[config.mk]
export PLATFORM = sky130hd
export DESIGN_NAME = hbc_core
export DESIGN_NICKNAME = d
export VERILOG_FILES = /design/src/verilog/hbc_pkg.sv /design/src/verilog/hbc_sync.sv /design/src/verilog/hbc_core.sv
export SDC_FILE = /design/constraint.sdc
export NUM_CORES = 1
export LEC_CHECK = 0
export ABC_AREA = 1
export BUFFER_PORTS_ARGS = -buffer_cell sky130_fd_sc_hd__buf_2
export CAP_MARGIN = 40
export CORE_MARGIN = 5
export CORE_UTILIZATION = 55
export DETAILED_ROUTE_END_ITERATION = 16
export PLACE_DENSITY = 0.8
export SLEW_MARGIN = 40
export SYNTH_ARGS = -nofsm -noshare
export SYNTH_HDL_FRONTEND = slang
export SYNTH_SLANG_ARGS = --single-unit
[constraint.sdc]
create_clock -name ref_clk_in -period 2.1 [get_ports ref_clk_in]
set_clock_uncertainty 0.05 [all_clocks]
set_input_delay 0.105 -clock ref_clk_in [delete_from_list [all_inputs] [get_ports ref_clk_in]]
set_output_delay 0.105 -clock ref_clk_in [all_outputs]
set_load 0.02 [all_outputs]
[src/verilog/hbc_pkg.sv]
// package: constants and states for the host bus cycle handshake block
// assumes one 100 MHz local-bus clock shared by all users
package hbc_pkg;
  // ==========================================================
  // timing
  localparam int CLK_PERIOD_NS = 10;
  localparam int RDY_TIMER_W = 16;
  localparam logic [15:0] RDY_TIMER_DEFAULT = 16'h0100;
  // ==========================================================
  // cycle states
  typedef enum logic [2:0] {
    HBC_IDLE,
    HBC_TGT_DECODE,
    HBC_TGT_WAIT,
    HBC_MST_FIRST,
    HBC_MST_WAIT
  } hbc_state_type;
endpackage

[src/verilog/hbc_sync.sv]
// two-flop synchroniser for pin inputs
// assumes pins are asynchronous to ref_clk_in
`timescale 1ns/1ps
module hbc_sync #(
  parameter logic INIT = 1'b1
) (
  input wire logic ref_clk_in,
  input wire logic rst_n_in,
  input wire logic d_in,
  output logic q_out
);
  logic stage1;
  logic next_stage1;
  logic next_q;
  always_comb begin
    next_stage1 = rst_n_in ? d_in : INIT;
    next_q = rst_n_in ? stage1 : INIT;
  end
  always_ff @(posedge ref_clk_in) begin
    stage1 <= next_stage1;
    q_out <= next_q;
  end
endmodule

[src/verilog/hbc_core.sv]
// host bus cycle handshake: burst, ready, time-out, fault forwarding
// assumes internal decode, data path and wait generator on ref_clk_in
//
// Behaviour
// - as owner, burst entered when grant low with target ready low.
// - as owner, grant held low from earlier cycle also enters burst.
// - as target in decoded non-external space with burst request low, drive burst grant low.
// - as target sample inhibit after strobe; low keeps grant high.
// - inhibit ignored while device owns the bus.
// - as owner, ready output driven only on ready timer expiry.
// - host read: ready low once read data valid.
// - host write: ready low once write data captured.
// - external select space: ready from internal wait generator.
// - external select space: ready also on timer expiry.
// - as owner, each transfer ends on target ready input low.
// - external space without other ready uses host wait ack input.
// - on timer expiry assert memory exception with ready.
// - fault enable set and host error low raises interrupt.
// - host error affects nothing but the interrupt.
// - owner burst request low with extended one; extended off at ready.
// - as owner with strobe enabled, strobe low one clock at cycle start.
`timescale 1ns/1ps
module hbc_core
  import hbc_pkg::*;
(
  // clock and reset
  input wire logic ref_clk_in,
  input wire logic rst_n_in,
  // configuration
  input wire logic strobe_enable_in,
  input wire logic host_fault_irq_enable_in,
  input wire logic [RDY_TIMER_W-1:0] ready_timer_period_in,
  // bus ownership and internal requests
  input wire logic bus_owner_in,
  input wire logic master_start_in,
  input wire logic master_burst_in,
  input wire logic master_last_in,
  input wire logic target_decoded_in,
  input wire logic target_is_ext_space_in,
  input wire logic target_data_done_in,
  input wire logic waitgen_ready_in,
  input wire logic waitgen_present_in,
  // local bus pins
  input wire logic cycle_strobe_n_in,
  input wire logic burst_request_n_in,
  input wire logic burst_grant_n_in,
  input wire logic burst_inhibit_n_in,
  input wire logic target_ready_input_n_in,
  input wire logic host_waitgen_ack_n_in,
  input wire logic host_error_n_in,
  // pin outputs
  output logic cycle_strobe_n_out,
  output logic cycle_strobe_oe_out,
  output logic burst_request_n_out,
  output logic extended_burst_request_n_out,
  output logic burst_request_oe_out,
  output logic burst_grant_n_out,
  output logic burst_grant_oe_out,
  output logic ready_n_out,
  output logic ready_oe_out,
  output logic memory_exception_n_out,
  output logic memory_exception_oe_out,
  output logic pci_inta_n_out,
  // internal status
  output logic burst_mode_out,
  output logic transfer_done_out,
  output logic timeout_out
);
  // ==========================================================
  // pin synchronisers
  logic s_strobe_n, s_breq_n, s_grant_n, s_inh_n, s_rdyin_n, s_wack_n;
  logic s_err_n;
  hbc_sync u_sy_as (.ref_clk_in(ref_clk_in), .rst_n_in(rst_n_in),
    .d_in(cycle_strobe_n_in), .q_out(s_strobe_n));
  hbc_sync u_sy_br (.ref_clk_in(ref_clk_in), .rst_n_in(rst_n_in),
    .d_in(burst_request_n_in), .q_out(s_breq_n));
  hbc_sync u_sy_bg (.ref_clk_in(ref_clk_in), .rst_n_in(rst_n_in),
    .d_in(burst_grant_n_in), .q_out(s_grant_n));
  hbc_sync u_sy_bi (.ref_clk_in(ref_clk_in), .rst_n_in(rst_n_in),
    .d_in(burst_inhibit_n_in), .q_out(s_inh_n));
  hbc_sync u_sy_ri (.ref_clk_in(ref_clk_in), .rst_n_in(rst_n_in),
    .d_in(target_ready_input_n_in), .q_out(s_rdyin_n));
  hbc_sync u_sy_wa (.ref_clk_in(ref_clk_in), .rst_n_in(rst_n_in),
    .d_in(host_waitgen_ack_n_in), .q_out(s_wack_n));
  hbc_sync u_sy_er (.ref_clk_in(ref_clk_in), .rst_n_in(rst_n_in),
    .d_in(host_error_n_in), .q_out(s_err_n));

  // ==========================================================
  // cycle state
  hbc_state_type state, next_state;
  logic [RDY_TIMER_W-1:0] timer, next_timer;
  logic grant_seen, next_grant_seen;
  logic burst_ok, next_burst_ok;
  logic as_n, next_as_n, as_oe, next_as_oe;
  logic breq_n, next_breq_n, ebreq_n, next_ebreq_n, breq_oe, next_breq_oe;
  logic bg_n, next_bg_n, bg_oe, next_bg_oe;
  logic rdy_n, next_rdy_n, rdy_oe, next_rdy_oe;
  logic memory_exception_n_n, next_memory_exception_n_n, memory_exception_n_oe, next_memory_exception_n_oe;
  logic inta_n, next_inta_n;
  logic bmode, next_bmode, done, next_done, tout, next_tout;
  logic expired;

  assign expired = (timer >= ready_timer_period_in);

  always_comb begin
    next_state = state;
    next_timer = timer;
    next_grant_seen = grant_seen;
    next_burst_ok = burst_ok;
    next_as_n = 1'b1;
    next_as_oe = 1'b0;
    next_breq_n = breq_n;
    next_ebreq_n = ebreq_n;
    next_breq_oe = bus_owner_in;
    next_bg_n = 1'b1;
    next_bg_oe = 1'b0;
    next_rdy_n = 1'b1;
    next_rdy_oe = 1'b0;
    next_memory_exception_n_n = 1'b1;
    next_memory_exception_n_oe = 1'b0;
    next_bmode = bmode;
    next_done = 1'b0;
    next_tout = 1'b0;
    // fault pin only feeds the interrupt
    next_inta_n = ~(host_fault_irq_enable_in & ~s_err_n);
    case (state)
      HBC_IDLE: begin
        next_timer = '0;
        next_grant_seen = 1'b0;
        next_breq_n = 1'b1;
        next_ebreq_n = 1'b1;
        next_bmode = 1'b0;
        if (bus_owner_in && master_start_in) begin
          next_as_n = ~strobe_enable_in;
          next_as_oe = strobe_enable_in;
          next_breq_n = ~master_burst_in;
          next_ebreq_n = ~master_burst_in;
          next_state = HBC_MST_WAIT;
        end else if (!bus_owner_in && !s_strobe_n) begin
          next_state = HBC_TGT_DECODE;
        end
      end
      HBC_TGT_DECODE: begin
        // inhibit and burst request sampled after strobe
        next_burst_ok = target_decoded_in && !target_is_ext_space_in &&
          !s_breq_n && s_inh_n;
        next_timer = timer + 1'b1;
        next_state = HBC_TGT_WAIT;
      end
      HBC_TGT_WAIT: begin
        next_timer = timer + 1'b1;
        next_bg_oe = burst_ok;
        next_bg_n = ~burst_ok;
        next_rdy_oe = 1'b1;
        if (expired) begin
          next_rdy_n = 1'b0;
          next_memory_exception_n_n = 1'b0;
          next_memory_exception_n_oe = 1'b1;
          next_tout = 1'b1;
          next_state = HBC_IDLE;
        end else if (target_is_ext_space_in) begin
          if (waitgen_present_in ? waitgen_ready_in : !s_wack_n) begin
            next_rdy_n = ~waitgen_present_in;
            next_rdy_oe = waitgen_present_in;
            next_done = 1'b1;
            next_state = HBC_IDLE;
          end
        end else if (target_data_done_in) begin
          next_rdy_n = 1'b0;
          next_done = 1'b1;
          next_timer = '0;
          if (!burst_ok || !s_strobe_n) next_state = HBC_IDLE;
        end
        // a burst ends once the space is no longer decoded
        if (bus_owner_in || !target_decoded_in) next_state = HBC_IDLE;
      end
      HBC_MST_WAIT: begin
        next_timer = timer + 1'b1;
        if (!s_grant_n) next_grant_seen = 1'b1;
        if (!s_rdyin_n) begin
          // transfer ends on the slave's ready
          next_done = 1'b1;
          next_timer = '0;
          next_ebreq_n = 1'b1;
          if (!breq_n && (!s_grant_n || grant_seen))
            next_bmode = 1'b1;
          if (master_last_in || !(next_bmode)) begin
            next_state = HBC_IDLE;
          end
        end else if (expired) begin
          next_rdy_oe = 1'b1;
          next_rdy_n = 1'b0;
          next_memory_exception_n_oe = 1'b1;
          next_memory_exception_n_n = 1'b0;
          next_tout = 1'b1;
          next_state = HBC_IDLE;
        end
        if (!bus_owner_in) next_state = HBC_IDLE;
      end
      default: next_state = HBC_IDLE;
    endcase
    // inhibit pin has no say while owning the bus
    if (bus_owner_in) begin
      next_bg_oe = 1'b0;
      next_bg_n = 1'b1;
    end
    if (!rst_n_in) begin
      next_state = HBC_IDLE;
      next_timer = '0;
      next_grant_seen = 1'b0;
      next_burst_ok = 1'b0;
      next_as_n = 1'b1;
      next_as_oe = 1'b0;
      next_breq_n = 1'b1;
      next_ebreq_n = 1'b1;
      next_breq_oe = 1'b0;
      next_bg_n = 1'b1;
      next_bg_oe = 1'b0;
      next_rdy_n = 1'b1;
      next_rdy_oe = 1'b0;
      next_memory_exception_n_n = 1'b1;
      next_memory_exception_n_oe = 1'b0;
      next_inta_n = 1'b1;
      next_bmode = 1'b0;
      next_done = 1'b0;
      next_tout = 1'b0;
    end
  end

  always_ff @(posedge ref_clk_in) begin
    state <= next_state;
    timer <= next_timer;
    grant_seen <= next_grant_seen;
    burst_ok <= next_burst_ok;
    as_n <= next_as_n;
    as_oe <= next_as_oe;
    breq_n <= next_breq_n;
    ebreq_n <= next_ebreq_n;
    breq_oe <= next_breq_oe;
    bg_n <= next_bg_n;
    bg_oe <= next_bg_oe;
    rdy_n <= next_rdy_n;
    rdy_oe <= next_rdy_oe;
    memory_exception_n_n <= next_memory_exception_n_n;
    memory_exception_n_oe <= next_memory_exception_n_oe;
    inta_n <= next_inta_n;
    bmode <= next_bmode;
    done <= next_done;
    tout <= next_tout;
  end

  assign cycle_strobe_n_out = as_n;
  assign cycle_strobe_oe_out = as_oe;
  assign burst_request_n_out = breq_n;
  assign extended_burst_request_n_out = ebreq_n;
  assign burst_request_oe_out = breq_oe;
  assign burst_grant_n_out = bg_n;
  assign burst_grant_oe_out = bg_oe;
  assign ready_n_out = rdy_n;
  assign ready_oe_out = rdy_oe;
  assign memory_exception_n_out = memory_exception_n_n;
  assign memory_exception_oe_out = memory_exception_n_oe;
  assign pci_inta_n_out = inta_n;
  assign burst_mode_out = bmode;
  assign transfer_done_out = done;
  assign timeout_out = tout;

  // ==========================================================
  // assertions
  exc_with_ready_a: assert property (@(posedge ref_clk_in)
    disable iff (!rst_n_in) !memory_exception_n_n |-> !rdy_n)
    else $error("exception without ready");
  exc_one_clock_a: assert property (@(posedge ref_clk_in)
    disable iff (!rst_n_in) !memory_exception_n_n |=> memory_exception_n_n && rdy_n)
    else $error("exception held too long");
  strobe_one_clock_a: assert property (@(posedge ref_clk_in)
    disable iff (!rst_n_in) !as_n |=> as_n)
    else $error("strobe longer than one clock");
  grant_not_owner_a: assert property (@(posedge ref_clk_in)
    disable iff (!rst_n_in) $past(bus_owner_in) |-> bg_n && !bg_oe)
    else $error("grant driven while owner");
  inhibit_blocks_a: assert property (@(posedge ref_clk_in)
    disable iff (!rst_n_in)
    state == HBC_TGT_DECODE && !s_inh_n |=> ##1 bg_n)
    else $error("grant despite inhibit");
  irq_follow_a: assert property (@(posedge ref_clk_in)
    disable iff (!rst_n_in)
    host_fault_irq_enable_in && !s_err_n |=> !inta_n)
    else $error("interrupt missing");
  irq_off_a: assert property (@(posedge ref_clk_in)
    disable iff (!rst_n_in) !host_fault_irq_enable_in |=> inta_n)
    else $error("interrupt while disabled");
  ebreq_first_ready_a: assert property (@(posedge ref_clk_in)
    disable iff (!rst_n_in)
    state == HBC_MST_WAIT && !s_rdyin_n |=> ebreq_n)
    else $error("extended request held past ready");
  owner_ready_timeout_a: assert property (@(posedge ref_clk_in)
    disable iff (!rst_n_in) $past(bus_owner_in) && !rdy_n |-> tout)
    else $error("owner ready without time-out");
  cov_burst: cover property (@(posedge ref_clk_in) $rose(bmode));
  cov_timeout: cover property (@(posedge ref_clk_in) tout);
  cov_tgt_done: cover property (@(posedge ref_clk_in) done && !bg_n);
  cov_irq: cover property (@(posedge ref_clk_in) !inta_n);
endmodule

Yosys cells after proc, flatten, opt, wreduce, memory -nomap -nowiden. Cells that the tools add are included.

Word-level logic and storage cells: 132. Input bits: 36. Output and inout port bits: 15. Register bits: 49.

Equality and inequality tests: 11. Bitwise gates (word level): 9. Muxes and demuxes: 50. $lt $le $gt $ge: 1. Reductions and logical operators: 28. Add/sub/neg operators: 1.

Operators with widths (number): 16-bit 2-to-1 mux (4); 16-bit one-hot mux with 4 select lines (1); 3-bit 2-to-1 mux (12); 1-bit 2-to-1 mux (24); 16-bit by 1-bit adder with 16-bit output (second input constant) (1); 16-bit >= comparator (1); 1-bit one-hot mux with 2 select lines (8); 5-bit inequality test (second input constant) (3); 3-bit one-hot mux with 4 select lines (1); 1-bit zero test (10); 1-bit inverter (8); 1-bit logical AND (6); 6-bit AND reduction (1); 1-bit logical OR (4); 2-bit inequality test (second input constant) (2); 4-bit by 3-bit inequality test with 1-bit output (second input constant) (1); 4-bit inequality test (second input constant) (1); 2-bit AND reduction (2); 4-bit nonzero test (1); 3-bit by 1-bit equality test with 1-bit output (second input constant) (1); 3-bit by 2-bit equality test with 1-bit output (second input constant) (1); 3-bit equality test (second input constant) (1); 3-bit zero test (1); 3-bit inequality test (second input constant) (1); other kinds (4) (4).

Depth between registers and ports, before layout. Gate-level depths: netlist (run 1).

Depth after elaboration: 12. Mapped depth: 16. Gate-level depth less buffers: 16.

By module. A second synthesis (run 1) with hierarchy kept.

Cells, all modules: 373. Area, all modules: 2696.3 µm².

Modules (own cells, without submodules): hbc_core (instances 1, seq. area each 700.7 µm², cells each 331, area each 2311.0 µm²); hbc_sync (instances 7, seq. area each 40.0 µm², cells each 6, area each 55.1 µm²).

Worst setup path after synthesis (run 1). OpenSTA, ideal clock, no wires.

Path type: reg-to-reg. Start point: reg timer[7]. End point: reg timer[5]. Setup time: 115 ps. Data arrival time: 1580 ps. Slack: 354 ps. Data required time: 1935 ps. Cell stages (with the launch flop): 15. Clock period less this slack: 1746 ps. Path buffers: 1. Cells stage by stage: dfxtp_1 -> ha_1 -> nand2_1 -> inv_1 -> nand2_1 -> nand2_1 -> nor2_1 -> nand2_1 -> nand2_1 -> nand3_1 -> nand2_1 -> nand2_2 -> buf_2 -> o21ai_0 -> inv_1.

Longest elaborated chain between the ends: 3.

Ends and longest elaborated chain: start: declaration (line hbc_core.sv:91) `logic [RDY_TIMER_W-1:0] timer, next_timer;`; start signal: assignment (line hbc_core.sv:232) `timer <= next_timer;`; 16-bit >= comparator (line hbc_core.sv:103) `assign expired = (timer >= ready_timer_period_in);`; 16-bit 2-to-1 mux (line hbc_core.sv:155) `if (expired) begin`; 16-bit one-hot mux with 4 select lines (line hbc_core.sv:126) `case (state)`.

No other way between the ends. A chain may end at the register's enable or synchronous reset.

Worst setup path after layout (run 1).
Start point: reg timer[11]. End point: reg timer[5].

Same word-level chain as after synthesis.

==> flow_summary.toml, run 1 <==
[run_status]
status = "finished, final reports clean"

[power_and_ir_drop]
power.internal_w = 0.00141
seq_power_share_pct = 47.7
clkPwrFrac_pct = 26.1
leakagePower_nw = 1.54
sw_frac_of_total_pct = 34.2
power_frac_comb_pct = 26.2
ir_worst_vdd_v = 0.000454
p_per_area_nw_per_um2 = 695
switching_power_w = 0.000731

[layout]
regMostFlops = "timer"
multiInputGateArea_um2 = 1320
nFillCells = 418
reg_top3 = "timer (16), state (3)"
fin_nets = 482
fin_cells = 484
antenna_cells = 0
ff_latch_area_um2 = 981
most-common-layout-cells = "83 x nand2_1, 65 x inv_1, 50 x buf_2, 49 x dfxtp_1, 36 x nor2_1"
syn2layout_area_growth_pct = 18.1
mostFrequentLayoutCell = "nand2_1"
drive_gt1_share_pct = 23.3
largest_register_ffs = 16

[timing]
period_share_pct = 91.1
final.min_clock_period_ns = 1.91
rsz0062_at_grt = "false"
setup_viol = 0
worst_slack_ns = 0.187
relSlewSlack_pct = 74.8
max_freq_mhz = 523
drv_slew = 0
worst_pin_slew_ns = 0.377
hold_viol = 0
setup_tns_ns = 0

[yosys]
yosysSeqAreaShare_pct = 37.7
synth_top_area_share_pct = 37.7
synthTopCellsByArea = "dfxtp_1 38%, nand2_1 12%, inv_1 9.4%, ha_1 8.2%, nor2_1 5.2%"
netlist_area_um2 = 2600
synth_cells = 368
syn_nets = 421
synth_compound_area_share_pct = 12.8
yosysTopAreaCell = "dfxtp_1"
syn_avg_cell_area_um2 = 7.07
ys_ff_latch = 49
synth_top_family_by_area = "simple AND/OR/NAND/NOR gates"
synth_mux_area_share_pct = 0
synthAdderAreaFrac_pct = 8.17
synthSimpleGateAreaFrac_pct = 28.9
synthDistinctLibCells = 32
yosysWarnings = 0
synth-xor-area-share_pct = 0.673

[cts]
cts-buffers-inserted = 5
postCtsSetupBuffers = 0
cts_tree = "built"
cts_buffer_depth = 2
clk_pin_slew_worst_paths_ns = 0.09
clkSinkCount = 49
clockRootBuffer = "clkbuf_8"
insertion_delay_ns = 0.30
htreeDepth = 2

[worst_setup_path]
cp_cell_sequence = "ha_1, nand2_1, inv_1, nand2_1, a21oi_1, nor2_1, nand3_1, nand2_1, nand2_4, o21ai_0, inv_1"
worst_setup_path_start_kind = "flop"
crit_required_ns = 2.25
cp.buffers_inverters = 2
cp.arrival_ns = 2.06
rr_startpoint = "timer[11]$_SDFFE_PN0P_"
critPathTopFamily = "simple AND/OR/NAND/NOR gates"
rr_endpoint = "timer[5]$_SDFFE_PN0P_"
worst-path-stages = 11
endpoint = "timer[5]$_SDFFE_PN0P_"
critical_path_class = "flop to flop"
crit_top_cell = "nand2_1"
max_stage_delay_ns = 0.44
rr_worst_depth = 11
crit_path_end_kind = "flop"
r2r_slack_ns = 0.19
startpoint = "timer[11]$_SDFFE_PN0P_"
cp_slowest_cell = "dfxtp_1"
critPathMaxFanout = 16

[floorplanning]
core_area_um2 = 4660
die-width_um = 78.8
die_h_um = 78.8
rows = 25
initial_core_util_pct = 55.8
ioPinCount = 51
die_area_um2 = 6210

[route]
viasPerCell = 4.97
dr.first_iter.drc_count = 156
firstDrtPassIters = 5
via_count = 2406
ant_nets = 0
drc = 0
routed_wirelength_mm = 5.44
wl_per_cell_um = 11.2

[global_route]
antenna_found_initial = 0
grt_start_max_net_pins = 27
grt_pass1_vias = 2268
grt_overflow = 0
grt_pass1_wl_mm = 9.29
grtUsageTotal_pct = 18.3

[placed_design]
port_buffers = 50
dp_cells = 467
dpl.hpwl_mm = 4.16
place_ws_ns = 0.152
gp_congestion = 0.886

[run]
maxCapViolations = 0

[min_path]
hold_class = "input port to flop"
==> worst min path at each step <==
stage                        startpoint                              end  slack [ns]  cells past startpoint
2_1_floorplan  host_fault_irq_enable_in        pci_inta_n_out$_SDFF_PN1_        0.12                      1
4_1_cts                        rst_n_in  burst_request_oe_out$_SDFF_PN0_        0.01                      3
5_1_grt                        rst_n_in            state[2]$_SDFFE_PN0P_        0.03                      3
6_report                       rst_n_in  burst_request_oe_out$_SDFF_PN0_        0.02                      3
3_3_place_gp   host_fault_irq_enable_in        pci_inta_n_out$_SDFF_PN1_        0.22                      2
3_5_place_dp   host_fault_irq_enable_in        pci_inta_n_out$_SDFF_PN1_        0.22                      2
==> power by group through the flow <==
stage	Sequential, W	Clock (W)	Combinational, W
after floorplan	0.00106	0	0.000400
after global placement	0.00104	0	0.000528
after detailed placement	0.00104	0	0.000542
after CTS	0.00102	0.000569	0.000557
after global routing	0.00103	0.000606	0.000633
final	0.00102	0.000558	0.000560
==> metrics by stage <==
step,instance area [um2],util [%],hold WS (ns),total power [W]
after floorplan,2600,-,0.124,0.00146
after global placement,2890,62.1,0.223,0.00157
after detailed placement,2890,62.1,0.223,0.00158
after CTS,3070,65.9,0.0119,0.00214
after global routing,3070,66.0,0.0288,0.00227
final,3070,66.0,0.0238,0.00214
==> Yosys cell counts <==
cell / instances
and3_1: 1
xor2_1: 1
inv_2: 4
nor3_1: 3
o21ai_0: 15
nor3_2: 1
nor2_2: 2
a211oi_1: 2
buf_8: 1
clkinv_2: 1
ha_1: 17
nand4_1: 5
or2_2: 14
nand3_1: 12
nand3_2: 1
a21oi_1: 24
nor3b_1: 1
nand2_2: 6
nor2_1: 36
nand2_1: 83
xnor2_1: 1
a31oi_1: 2
nor3_4: 1
clkbuf_1: 4
o21a_1: 1
dfxtp_1: 49
nand2_4: 1
o21bai_1: 2
buf_4: 1
buf_2: 1
inv_1: 65
a21oi_2: 10
==> metal layers <==
layer	track usage (%)	wire, um	part of all wire [%]
met1	22.2	2360	43
met2	31.7	2720	50
met3	3.74	268	4.9
met4	6.82	102	1.9
met5	0	0	0
==> worst reg2reg max path, delay by kind of cell, from the launching register on <==
kind            cells  cell delay, ns
simple gates        6            0.66
flops               1            0.44
fa+ha+maj           1            0.28
compound gates      2            0.27
buf+inv             2            0.10
==> cell families after synthesis <==
kind of cell / after synthesis
buffers and inverters: 77
AOI/OAI and AO/OA: 56
and+or+nand+nor: 167
xor gates and xnor gates: 2
adders and majority gates: 17
DFF: 49
==> final cells by class <==
class / count / area share (%)
Clock buffer: 6 / 2.36
Clock inverter: 2 / 0.448
Inverter: 70 / 8.59
Multi-Input combinational cell: 242 / 42.9
Sequential cell: 49 / 31.9
Tap cell: 54 / 2.20
Timing Repair Buffer: 61 / 11.6
==> timing repair <==
item / CTS / global route
hold buffers: 9 / 0
gates resized for setup: 0 / 1
setup endpoints to repair: 0 / 4
endpoints found under the hold margin: 10 / 0
Note: power is estimated with default switching activity, not from simulation.
==> inputs of run 2 (changes only) <==
- CELL_PAD_IN_SITES_DETAIL_PLACEMENT: unset -> 0
- CELL_PAD_IN_SITES_GLOBAL_PLACEMENT: unset -> 2
- CORE_UTILIZATION: 55 -> 30
- PLACE_DENSITY: 0.8 -> unset
- PLACE_DENSITY_LB_ADDON: unset -> 0.1
==> run 2 against run 1 <==
  * Fmax is 0.28% higher
  * Via count down 2.4%
  * Die area increased by 71%
  * Final cell count rose by 12%
  * Non-clock buffer count up 5
  * Flip-flop and latch count is the same
  * Critical path type unchanged
  * Critical endpoint is now timer[12]$_SDFFE_PN0P_
==> flow_summary.toml, run 2 (synthesized netlist as in run 1, its figures left out) <==
[route]
via_count = 2348
viasPerCell = 4.32
drc = 0
wl_per_cell_um = 11.6
ant_nets = 0
firstDrtPassIters = 5
routed_wirelength_mm = 6.34
dr.first_iter.drc_count = 68

[layout]
fin_cells = 544
reg_top3 = "timer (16), state (3)"
syn2layout_area_growth_pct = 22.7
nFillCells = 955
utilization_pct = 37.2
mostFrequentLayoutCell = "nand2_1"
largest_register_ffs = 16
fin_nets = 488
antenna_cells = 0
drive_gt1_share_pct = 24.8
most-common-layout-cells = "83 x nand2_1, 65 x inv_1, 50 x buf_2, 48 x dfxtp_1, 36 x nor2_1"
regMostFlops = "timer"

[cts]
cts_tree = "built"
clockRootBuffer = "clkbuf_8"
clk_pin_slew_worst_paths_ns = 0.10
clkSinkCount = 49
postCtsSetupBuffers = 0
insertion_delay_ns = 0.30
cts_buffer_depth = 2
htreeDepth = 2
cts-buffers-inserted = 5

[floorplanning]
rows = 34
core_area_um2 = 8590
die_area_um2 = 10600
ioPinCount = 51
initial_core_util_pct = 30.3
die-width_um = 103
die_h_um = 103

[worst_setup_path]
cp_slowest_cell = "dfxtp_1"
cp.buffers_inverters = 1
critPathTopFamily = "simple AND/OR/NAND/NOR gates"
max_stage_delay_ns = 0.45
crit_path_end_kind = "flop"
worst_setup_path_start_kind = "flop"
crit_required_ns = 2.25
critPathMaxFanout = 8
cp.arrival_ns = 2.05
cp_cell_sequence = "ha_1, nand2_1, inv_1, nand2_1, nand2_1, nor2_1, nand2_1, nand2_1, nand3_1, nand2_1, nand2_2, nand2_1, a21oi_2"
critical_path_class = "flop to flop"
crit_top_cell = "nand2_1"

[timing]
drv_slew = 0
relSlewSlack_pct = 79.4
hold_viol = 0
setup_viol = 0
max_freq_mhz = 524
period_share_pct = 90.8
rsz0062_at_grt = "false"
final.min_clock_period_ns = 1.91
hold_ws_ns = 0.0272
worst_pin_slew_ns = 0.308
setup_tns_ns = 0

[global_route]
antenna_found_initial = 0
grt_overflow = 0
grtUsageTotal_pct = 12.4
grt_start_max_net_pins = 28
grt_pass1_wl_mm = 10.4
grt_pass1_vias = 2172

[power_and_ir_drop]
power.internal_w = 0.00142
seq_power_share_pct = 45.8
sw_frac_of_total_pct = 35.8
p_per_area_nw_per_um2 = 695
clkPwrFrac_pct = 26.8
switching_power_w = 0.000795
leakagePower_nw = 1.57
power_frac_comb_pct = 27.4
finalPower_w = 0.00222
ir_worst_vdd_v = 0.000441

[run]
maxCapViolations = 0

[min_path]
hold_class = "input port to flop"

[placed_design]
gp_congestion = 0.801
port_buffers = 50
dp_cells = 526
dpl.hpwl_mm = 4.88

[run_status]
status = "finished, final reports clean"
==> run 2: power groups by stage <==
stage	Sequential, W	Clock, W	Combinational [W]
finish	0.00102	0.000595	0.000608
global route	0.00103	0.000656	0.000702
CTS	0.00102	0.000627	0.000608
detailed placement	0.00104	0	0.000592
global placement	0.00104	0	0.000599
floorplan	0.00106	0	0.000400
==> run 2: per-layer routing <==
layer	track usage (%)	routed length (um)
met1	17.3	3200
met2	19.9	2810
met3	2.64	286
met4	2.69	40
met5	0	0
==> run 2: tightest hold or removal path, delay by kind of cell <==
family / cells / cell delay, ns
AND/OR/NAND/NOR: 1 / 0.07
buffers and inverters: 2 / 0.17
==> run 2: area by class of cell <==
type                    count  area (um2)  area share (%)
clock buffers               5        68.8            2.15
inverters                  70         264            8.26
clock inverters             3        25.0           0.783
flip-flops and latches     49         982            30.7
well taps                 108         135            4.23
multi-input cells         243        1330            41.5
repair buffers             66         393            12.3
==> run 2: repair_timing <==
item	in CTS	in global routing
setup endpoints to repair	0	16
hold buffers	9	0
hold endpoints to repair	10	0
gates resized for setup	0	3
==> run 2: final timing paths <==
check                           cells after the start  slack (ns)                         endpoint                      start
worst max-delay path                               13        0.19           timer[12]$_SDFFE_PN0P_      timer[7]$_SDFFE_PN0P_
worst min-delay path                                3        0.03  burst_request_oe_out$_SDFF_PN0_                   rst_n_in
worst max register to register                     13        0.19           timer[12]$_SDFFE_PN0P_      timer[7]$_SDFFE_PN0P_
worst min register to register                      1        0.37         u_sy_wa.q_out$_SDFF_PN1_  u_sy_wa.stage1$_SDFF_PN1_
==> run 2: stage by stage <==
step,setup WS (ns),area [um2]
after floorplan,0.354,2600
after global placement,0.142,3000
after detailed placement,0.0595,3000
after CTS,0.0475,3180
after global routing,0.00539,3190
final,0.192,3190
